## src/rtl/cpg_pkg.sv

```systemverilog
// package for the clock select and power-ok register bank
// assumes one system clock and an 8-bit register access port
package cpg_pkg;
  localparam logic [7:0] CLOCK_SOURCE_CONTROL_ADDR = 8'h14;
  localparam logic [7:0] POWER_OK_CONTROL_ONE_ADDR = 8'h15;
  localparam logic [7:0] POWER_OK_CONTROL_TWO_ADDR = 8'h16;
  localparam logic [7:0] LATCHED_RAIL_FAULT_ADDR   = 8'h17;
  localparam logic [7:0] EVENT_STATUS_ADDR         = 8'h19;
  localparam logic [7:0] CLOCK_SOURCE_RESET        = 8'h01;
  localparam logic [7:0] POWER_OK_ONE_RESET        = 8'h77;
  localparam logic [7:0] POWER_OK_TWO_RESET        = 8'h04;
  localparam int LOOP_ENABLE_BIT       = 6;
  localparam int REF_CODE_MSB          = 4;
  localparam int POLARITY_BIT          = 7;
  localparam int DRIVE_TYPE_BIT        = 6;
  localparam int LINEAR_WINDOW_BIT     = 5;
  localparam int SWITCHER_WINDOW_BIT   = 4;
  localparam int THERMAL_WATCH_BIT     = 2;
  localparam int FAULT_DRIVES_BIT      = 1;
  localparam int OPERATING_MODE_BIT    = 0;
  localparam int DROP_EVENT_BIT        = 7;
  localparam int REF_CLOCK_EVENT_BIT   = 4;
  localparam int RAIL_COUNT            = 4;
  localparam logic [4:0] REF_CODE_MAX  = 5'h17;

  // rail order: 0 switcher_zero, 1 switcher_one, 2 linear_reg_zero, 3 linear_reg_one
  typedef struct packed {
    logic [3:0] under_ok;
    logic [3:0] over_ok;
  } cpg_rail_status_type;

  typedef struct packed {
    logic       write_en;
    logic       read_en;
    logic [7:0] addr;
    logic [7:0] wdata;
  } cpg_reg_access_type;
endpackage

```

## src/rtl/cpg_regs.sv

```systemverilog
// clock source select and power-ok register bank with output logic
// assumes rail, thermal and reference-detect inputs are asynchronous analog flags
//
// Contract
// - loop enable clear forces internal oscillator, tracking loop off.
// - loop enable set runs loop in standby/active, uses external reference while reference detect is set.
// - with loop enabled, flag event on reference detect start and stop.
// - reference code is frequency minus one MHz, 0x00..0x17, resets 0x01; code stores any written 5-bit value, 0x18..0x1F included.
// - polarity bit chooses high or low level when rails valid.
// - drive bit chooses push-pull or open-drain output stage, resets one.
// - linear window bit chooses undervoltage only or full window check.
// - switcher window bit chooses undervoltage only or full window check.
// - per-rail watch bits include rails in monitoring.
// - thermal watch forces power-ok inactive during thermal warning.
// - fault gating bit selects live status or latched rail faults.
// - operating mode bit selects gated or continuous operation.
// - latch rail fault when watched rail drops; write one clears when valid.
// - latch drop event on active to inactive; write one clears.
`timescale 1ns/1ps
`default_nettype none
module cpg_regs
  import cpg_pkg::*;
(
  input  wire logic                clk_sys,
  input  wire logic                rst_n,
  input  wire cpg_reg_access_type  reg_access,
  output logic [7:0]               reg_rdata,
  input  wire cpg_rail_status_type rail_status,
  input  wire logic                thermal_warning,
  input  wire logic                reference_present,
  input  wire logic                device_active,
  output logic                     tracking_loop_enable,
  output logic                     use_external_reference,
  output logic [4:0]               external_reference_frequency_code,
  output logic                     power_ok_output_o,
  output logic                     power_ok_output_oe_n,
  output logic                     power_ok_drive_type,
  output logic                     power_ok_operating_mode
);
  logic       rst_meta_reg;
  logic       rst_sync_reg;
  logic [7:0] clock_source_control_reg;
  logic [7:0] power_ok_control_one_reg;
  logic [7:0] power_ok_control_two_reg;
  logic [3:0] latched_rail_fault_reg;
  logic       drop_event_reg;
  logic       ref_event_reg;
  logic [10:0] in_meta_reg;
  logic [10:0] in_sync_reg;
  logic       ref_seen_reg;
  logic       valid_reg;
  logic [1:0] settle_reg;

  always_ff @(posedge clk_sys or negedge rst_n) begin
    if (!rst_n) begin
      rst_meta_reg <= 1'b0;
      rst_sync_reg <= 1'b0;
    end else begin
      rst_meta_reg <= 1'b1;
      rst_sync_reg <= rst_meta_reg;
    end
  end

  // two-stage sync of analog flags
  always_ff @(posedge clk_sys or negedge rst_sync_reg) begin
    if (!rst_sync_reg) begin
      in_meta_reg <= 11'h000;
      in_sync_reg <= 11'h000;
    end else begin
      in_meta_reg <= {reference_present, thermal_warning, device_active, rail_status};
      in_sync_reg <= in_meta_reg;
    end
  end

  // startup guard: faults armed once the sync stages hold real samples
  always_ff @(posedge clk_sys or negedge rst_sync_reg) begin
    if (!rst_sync_reg) begin
      settle_reg <= 2'b00;
    end else begin
      settle_reg <= {settle_reg[0], 1'b1};
    end
  end

  wire       armed       = settle_reg[1];
  wire [3:0] under_ok_s  = in_sync_reg[7:4];
  wire [3:0] over_ok_s   = in_sync_reg[3:0];
  wire       active_s    = in_sync_reg[8];
  wire       thermal_s   = in_sync_reg[9];
  wire       ref_s       = in_sync_reg[10];

  // address decode shared by reads and writes
  wire hit_clk = reg_access.addr == CLOCK_SOURCE_CONTROL_ADDR;
  wire hit_one = reg_access.addr == POWER_OK_CONTROL_ONE_ADDR;
  wire hit_two = reg_access.addr == POWER_OK_CONTROL_TWO_ADDR;
  wire hit_flt = reg_access.addr == LATCHED_RAIL_FAULT_ADDR;
  wire hit_evt = reg_access.addr == EVENT_STATUS_ADDR;

  wire wr_clk = reg_access.write_en && hit_clk;
  wire wr_one = reg_access.write_en && hit_one;
  wire wr_two = reg_access.write_en && hit_two;
  wire wr_flt = reg_access.write_en && hit_flt;
  wire wr_evt = reg_access.write_en && hit_evt;

  wire loop_on      = clock_source_control_reg[LOOP_ENABLE_BIT];
  wire [3:0] watch  = power_ok_control_one_reg[3:0];
  wire [3:0] window = {{2{power_ok_control_one_reg[LINEAR_WINDOW_BIT]}},
                       {2{power_ok_control_one_reg[SWITCHER_WINDOW_BIT]}}};

  wire [3:0] rail_pass;
  genvar g;
  generate
    for (g = 0; g < RAIL_COUNT; g++) begin : g_rail
      assign rail_pass[g] = under_ok_s[g] && (!window[g] || over_ok_s[g]);
    end
  endgenerate

  wire [3:0] rail_drop = watch & ~rail_pass;
  wire thermal_block = power_ok_control_two_reg[THERMAL_WATCH_BIT] && thermal_s;
  wire live_valid    = (rail_drop == 4'h0) && !thermal_block;
  wire valid_src  = power_ok_control_two_reg[FAULT_DRIVES_BIT]
                    ? (latched_rail_fault_reg == 4'h0) && !thermal_block
                    : live_valid;
  // held invalid until armed, so startup never looks like a drop
  wire valid_next = armed && valid_src;

  // fault set wins, clear only while rail output valid
  wire [3:0] fault_set   = armed ? rail_drop : 4'h0;
  wire [3:0] fault_clear = wr_flt ? (reg_access.wdata[3:0] & rail_pass) : 4'h0;
  wire [3:0] fault_next  = fault_set | (latched_rail_fault_reg & ~fault_clear);

  // drop event on active to inactive
  wire clear_drop = wr_evt && reg_access.wdata[DROP_EVENT_BIT];
  wire clear_ref  = wr_evt && reg_access.wdata[REF_CLOCK_EVENT_BIT];
  wire drop_seen  = valid_reg && !valid_next;
  wire drop_next  = drop_seen || (drop_event_reg && !clear_drop);

  wire ref_change = loop_on && (ref_s != ref_seen_reg);
  wire ref_next   = ref_change || (ref_event_reg && !clear_ref);

  // reserved bits held zero, code stored as written
  wire [7:0] clk_wdata = {1'b0, reg_access.wdata[LOOP_ENABLE_BIT], 1'b0,
                          reg_access.wdata[REF_CODE_MSB:0]};
  wire [7:0] two_wdata = {5'h00, reg_access.wdata[THERMAL_WATCH_BIT:0]};

  always_ff @(posedge clk_sys or negedge rst_sync_reg) begin
    if (!rst_sync_reg) begin
      clock_source_control_reg <= CLOCK_SOURCE_RESET;
      power_ok_control_one_reg <= POWER_OK_ONE_RESET;
      power_ok_control_two_reg <= POWER_OK_TWO_RESET;
      latched_rail_fault_reg   <= 4'h0;
      drop_event_reg           <= 1'b0;
      ref_event_reg            <= 1'b0;
      ref_seen_reg             <= 1'b0;
      valid_reg                <= 1'b0;
    end else begin
      if (wr_clk) begin
        clock_source_control_reg <= clk_wdata;
      end
      if (wr_one) begin
        power_ok_control_one_reg <= reg_access.wdata;
      end
      if (wr_two) begin
        power_ok_control_two_reg <= two_wdata;
      end
      latched_rail_fault_reg <= fault_next;
      drop_event_reg         <= drop_next;
      ref_event_reg          <= ref_next;
      ref_seen_reg           <= ref_s;
      valid_reg              <= valid_next;
    end
  end

  // read views of the status registers
  wire [7:0] fault_view = {4'h0, latched_rail_fault_reg};
  wire [7:0] event_view = {drop_event_reg, 2'b00, ref_event_reg, 4'h0};
  wire [7:0] rdata_next = hit_clk ? clock_source_control_reg :
                          hit_one ? power_ok_control_one_reg :
                          hit_two ? power_ok_control_two_reg :
                          hit_flt ? fault_view :
                          hit_evt ? event_view : 8'h00;

  wire polarity_low = power_ok_control_one_reg[POLARITY_BIT];
  wire open_drain   = power_ok_control_one_reg[DRIVE_TYPE_BIT];
  wire level_next   = valid_next ^ polarity_low;
  wire oe_n_next    = open_drain && level_next;
  // loop runs in standby or active only
  wire loop_active  = loop_on && active_s;
  wire ext_select   = loop_active && ref_s;

  always_ff @(posedge clk_sys or negedge rst_sync_reg) begin
    if (!rst_sync_reg) begin
      reg_rdata                         <= 8'h00;
      tracking_loop_enable              <= 1'b0;
      use_external_reference            <= 1'b0;
      external_reference_frequency_code <= CLOCK_SOURCE_RESET[REF_CODE_MSB:0];
      power_ok_output_o                 <= 1'b0;
      power_ok_output_oe_n              <= 1'b1;
      power_ok_drive_type               <= 1'b1;
      power_ok_operating_mode           <= 1'b0;
    end else begin
      reg_rdata <= reg_access.read_en ? rdata_next : 8'h00;
      tracking_loop_enable   <= loop_active;
      use_external_reference <= ext_select;
      external_reference_frequency_code <= clock_source_control_reg[REF_CODE_MSB:0];
      power_ok_output_o      <= level_next;
      power_ok_output_oe_n   <= oe_n_next;
      power_ok_drive_type    <= open_drain;
      power_ok_operating_mode <= power_ok_control_two_reg[OPERATING_MODE_BIT];
    end
  end
endmodule
`default_nettype wire

```

## config.mk

```make
export PLATFORM = sky130hd
export DESIGN_NAME = cpg_regs
export DESIGN_NICKNAME = d
export VERILOG_FILES = /design/src/rtl/cpg_pkg.sv /design/src/rtl/cpg_regs.sv
export SDC_FILE = /design/constraint.sdc
export NUM_CORES = 1
export LEC_CHECK = 0
export BUFFER_PORTS_ARGS = -buffer_cell sky130_fd_sc_hd__clkbuf_2
export CAP_MARGIN = 20
export CORE_MARGIN = 1.5
export CORE_UTILIZATION = 45
export DETAILED_ROUTE_END_ITERATION = 16
export GPL_TIMING_DRIVEN = 1
export HOLD_SLACK_MARGIN = 0.1
export PLACE_DENSITY = 0.7
export RECOVER_POWER = 50
export SLEW_MARGIN = 25
export SYNTH_ARGS = -nofsm -noshare
export SYNTH_HDL_FRONTEND = slang
export SYNTH_SLANG_ARGS = --single-unit
```

## constraint.sdc

```tcl
create_clock -name clk_sys -period 2.1 [get_ports clk_sys]
set_clock_uncertainty 0.15 [all_clocks]
set_input_delay 0.42 -clock clk_sys [delete_from_list [all_inputs] [get_ports clk_sys]]
set_output_delay 0.42 -clock clk_sys [all_outputs]
set_load 0.005 [all_outputs]
```

==> metrics.json <==
{
  "outcome": {"value": "completed"},
  "synth_cell_type_count": {"value": 37},
  "period_needed": {"value": 1.830, "unit": "ns"},
  "port_buffers": {"value": 49},
  "grt_usage": {"value": 18.08, "unit": "%"},
  "fillers": {"value": 452},
  "synth_top_area_share": {"value": 57.48, "unit": "%"},
  "first_global_vias": {"value": 1710},
  "avgRoutedWirePerCell": {"value": 15.12, "unit": "um"},
  "synth_largest_area_cell": {"value": "sky130_fd_sc_hd__dfrtp_1"},
  "yosys_most_used_dff": {"value": "sky130_fd_sc_hd__dfrtp_1"},
  "drive_above_1_share": {"value": 42.29, "unit": "%"},
  "drt-pass1-iter-count": {"value": 4},
  "final_net_count": {"value": 279},
  "ff_latch_area": {"value": 1765, "unit": "um2"},
  "final-instance-count-excl-fill": {"value": 325},
  "grt_setup_unrepaired": {"value": "false"},
  "fin_total_pwr": {"value": 0.002776, "unit": "W"},
  "avgSynthCellArea": {"value": 15.29, "unit": "um2"},
  "holdPathEnd": {"value": "reg_rdata[7]"},
  "drt-total-wl": {"value": 4.913, "unit": "mm"},
  "power_density": {"value": 841.9, "unit": "nW/um2"},
  "route.detailed.drc": {"value": 0},
  "gp_congestion": {"value": 0.8137},
  "clock-sinks": {"value": 70},
  "multi_input_logic_area": {"value": 787.0, "unit": "um2"},
  "grt_max_degree": {"value": 36},
  "floorplan.die.width": {"value": 78.55, "unit": "um"},
  "reg2reg_to": {"value": "drop_event_reg"},
  "number_of_setup_buffers_added_after_cts": {"value": 0},
  "route.detailed.vias_per_inst": {"value": 5.022},
  "timing.critical_path.to_type": {"value": "flop"},
  "timing_worst_slew_pin_value": {"value": 0.8502, "unit": "ns"},
  "hold-path-cell-count": {"value": 3},
  "post_cts.resized_instances": {"value": 0},
  "crit_path_max_incr_delay": {"value": 0.41, "unit": "ns"},
  "holdBufCountCts": {"value": 13},
  "clock_insertion_delay_worst_skew": {"value": 0.34, "unit": "ns"},
  "startpoint_type": {"value": "flop"},
  "tns": {"value": 0, "unit": "ns"},
  "worst_slew_margin_rel": {"value": 43.13, "unit": "%"},
  "grt_pass1_wl": {"value": 8.114, "unit": "mm"},
  "synth-seq-area-share": {"value": 68.73, "unit": "%"},
  "synth_edf_count": {"value": 0},
  "antennaDiodeCount": {"value": 0},
  "post_synth_instance_area": {"value": 2569, "unit": "um2"},
  "path_max_fanout": {"value": 6},
  "synth_async_reset_ratio": {"value": 100.0, "unit": "%"},
  "route.antenna.remaining_nets": {"value": 0},
  "dieArea": {"value": 6170, "unit": "um2"},
  "start_util": {"value": 46.65, "unit": "%"},
  "cts.clk_slew.worst_paths": {"value": 0.07, "unit": "ns"},
  "crit_type": {"value": "reg2reg"},
  "initial_antenna_violation_count": {"value": 0},
  "dp_hpwl": {"value": 3.478, "unit": "mm"},
  "crit_path_cell_trace": {"value": "o41ai_1, nand3_1, and2_1, a311o_1"},
  "biggest_area_contributors_in_the_synthesized_netlist": {"value": "sky130_fd_sc_hd__dfrtp_1 (57%), sky130_fd_sc_hd__dfstp_2 (11%), sky130_fd_sc_hd__mux2_2 (8.3%)"},
  "slew_violations": {"value": 0},
  "ys_warn_count": {"value": 0},
  "finalSetupViolations": {"value": 0},
  "ys_seq_elements": {"value": 70},
  "r2r_cells": {"value": 4},
  "timing.fmax": {"value": 546.4, "unit": "MHz"},
  "grt_remaining_overflow": {"value": 0},
  "crit_path_top_delay_cell": {"value": "sky130_fd_sc_hd__dfrtp_1"},
  "placementRows": {"value": 27},
  "final.hold.worst_slack": {"value": 0.1596, "unit": "ns"},
  "dieHeight": {"value": 78.55, "unit": "um"},
  "max-clock-path-buffers": {"value": 2},
  "design.portCount": {"value": 50},
  "layout_worst_path_cycle_share": {"value": 87.15, "unit": "%"},
  "cts_made_buffers": {"value": 9},
  "final_util": {"value": 59.87, "unit": "%"},
  "max_cap_violation_count": {"value": 0},
  "worstHoldPathType": {"value": "in2reg"},
  "p_leak": {"value": 1.537, "unit": "nW"},
  "vdd_drop_max": {"value": 0.7421, "unit": "mV"},
  "worst_hold_startpoint": {"value": "reg_access[16]"},
  "reg2reg_from": {"value": "latched_rail_fault_reg[3]"},
  "drtIter0Drc": {"value": 109},
  "synthCells": {"value": 168},
  "master_cell_of_the_clock_root_buffer": {"value": "sky130_fd_sc_hd__clkbuf_8"},
  "cts_htree_levels": {"value": 3},
  "clock_tree_from_tritoncts": {"value": "yes"},
  "numPlacedInstances": {"value": 296},
  "placeableCoreArea": {"value": 5507, "unit": "um2"},
  "area_delta_synth_final": {"value": 28.35, "unit": "%"},
  "critPathArrivalTime": {"value": 1.91, "unit": "ns"},
  "finalHoldViolCount": {"value": 0},
  "endpoint_required_time_on_the_critical_path": {"value": 2.18, "unit": "ns"},
  "dr_total_vias": {"value": 1632},
  "slack_of_the_worst_reg_to_reg_path": {"value": 0.27, "unit": "ns"}
}
power by group:
group / switching [W] / internal, W / leakage, nW
sequential: 0.0000377 / 0.00142 / 0.841
clock: 0.000477 / 0.000649 / 0.107
combinational: 0.0000909 / 0.000101 / 0.589
worst max-delay path: cells and delay by family, from the launching register on:
family             cells  cell delay (ns)
AOI/OAI and AO/OA      2             0.61
and+or+nand+nor        2             0.54
DFF                    1             0.41
layout make-up:
type,count,area share (%)
Clock buffer,14,5.237
Clock inverter,2,1.176
Inverter,2,0.2277
Multi-Input combinational cell,94,23.87
Sequential cell,70,53.55
Tap cell,72,2.732
Timing Repair Buffer,71,13.21
stage by stage:
step | setup WS [ns] | area (um2)
2_1_floorplan | 0.2689 | 2574
3_3_place_gp | 0.1752 | 2977
3_5_place_dp | 0.1511 | 2977
4_1_cts | 0.2591 | 3318
5_1_grt | 0.05348 | 3297
6_report | 0.2698 | 3297
worst max-delay path by stage:
stage | cells past startpoint | to | startpoint
after floorplan | 4 | power_ok_control_two_reg[0] | reg_access[13]
after global placement | 5 | clock_source_control_reg[2] | reg_access[13]
after detailed placement | 5 | clock_source_control_reg[4] | reg_access[13]
after CTS | 4 | drop_event_reg | latched_rail_fault_reg[3]
after global routing | 4 | drop_event_reg | latched_rail_fault_reg[3]
final | 4 | drop_event_reg | latched_rail_fault_reg[3]
cells by family (layout without fill, tap and decap cells):
| kind of cell | Yosys count | in the layout | synth area share, % |
|---|---|---|---|
| AO/OA/AOI/OAI | 25 | 25 | 7.404 |
| multiplexers | 24 | 24 | 11.74 |
| XOR/XNOR | 1 | 1 | 0.3410 |
| flip-flops | 70 | 70 | 68.73 |
| other | 1 | 2 | 0.1460 |
| AND/OR/NAND/NOR | 42 | 42 | 10.86 |
| buffers and inverters | 5 | 89 | 0.7790 |
cells in the final DEF, fill, tap and decap left out, types with 2 or more instances in the layout:
| cell type | count |
|---|---|
| sky130_fd_sc_hd__and2_1 | 2 |
| sky130_fd_sc_hd__nand2_1 | 5 |
| sky130_fd_sc_hd__clkbuf_2 | 49 |
| sky130_fd_sc_hd__nor2_1 | 5 |
| sky130_fd_sc_hd__a22oi_1 | 3 |
| sky130_fd_sc_hd__inv_1 | 2 |
| sky130_fd_sc_hd__mux2i_1 | 2 |
| sky130_fd_sc_hd__buf_4 | 7 |
| sky130_fd_sc_hd__a21boi_1 | 4 |
| sky130_fd_sc_hd__nor2b_1 | 7 |
| sky130_fd_sc_hd__clkbuf_1 | 4 |
| sky130_fd_sc_hd__a41oi_1 | 5 |
| sky130_fd_sc_hd__mux4_2 | 3 |
| sky130_fd_sc_hd__clkbuf_8 | 12 |
| sky130_fd_sc_hd__a21oi_1 | 5 |
| sky130_fd_sc_hd__dfstp_1 | 2 |
| sky130_fd_sc_hd__nand2b_1 | 5 |
| sky130_fd_sc_hd__dlygate4sd3_1 | 13 |
| sky130_fd_sc_hd__o41ai_1 | 3 |
| sky130_fd_sc_hd__conb_1 | 2 |
| sky130_fd_sc_hd__dfrtp_1 | 59 |
| sky130_fd_sc_hd__o311ai_1 | 2 |
| sky130_fd_sc_hd__dfstp_2 | 9 |
| sky130_fd_sc_hd__mux2_2 | 19 |
| sky130_fd_sc_hd__and3_1 | 4 |
| sky130_fd_sc_hd__nand3_1 | 3 |
synthesized netlist by cell type (all sizes together), types with 4 or more instances:
library cell  number
nor2               5
a21oi              5
mux2              19
nor2b              7
dfrtp             59
and3               4
a41oi              5
nand2b             5
nand3              4
nand2              6
a21boi             4
dfstp             11
layer usage:
layer / GRT usage (%) / vias to the layer above / wire [um]
li1: - / 769 / -
met1: 21.45 / 809 / 2187
met2: 29.14 / 42 / 2362
met3: 5.930 / 12 / 245
met4: 9.643 / 0 / 118
met5: 0 / - / 0
Note: power is estimated with default switching activity, not from simulation.
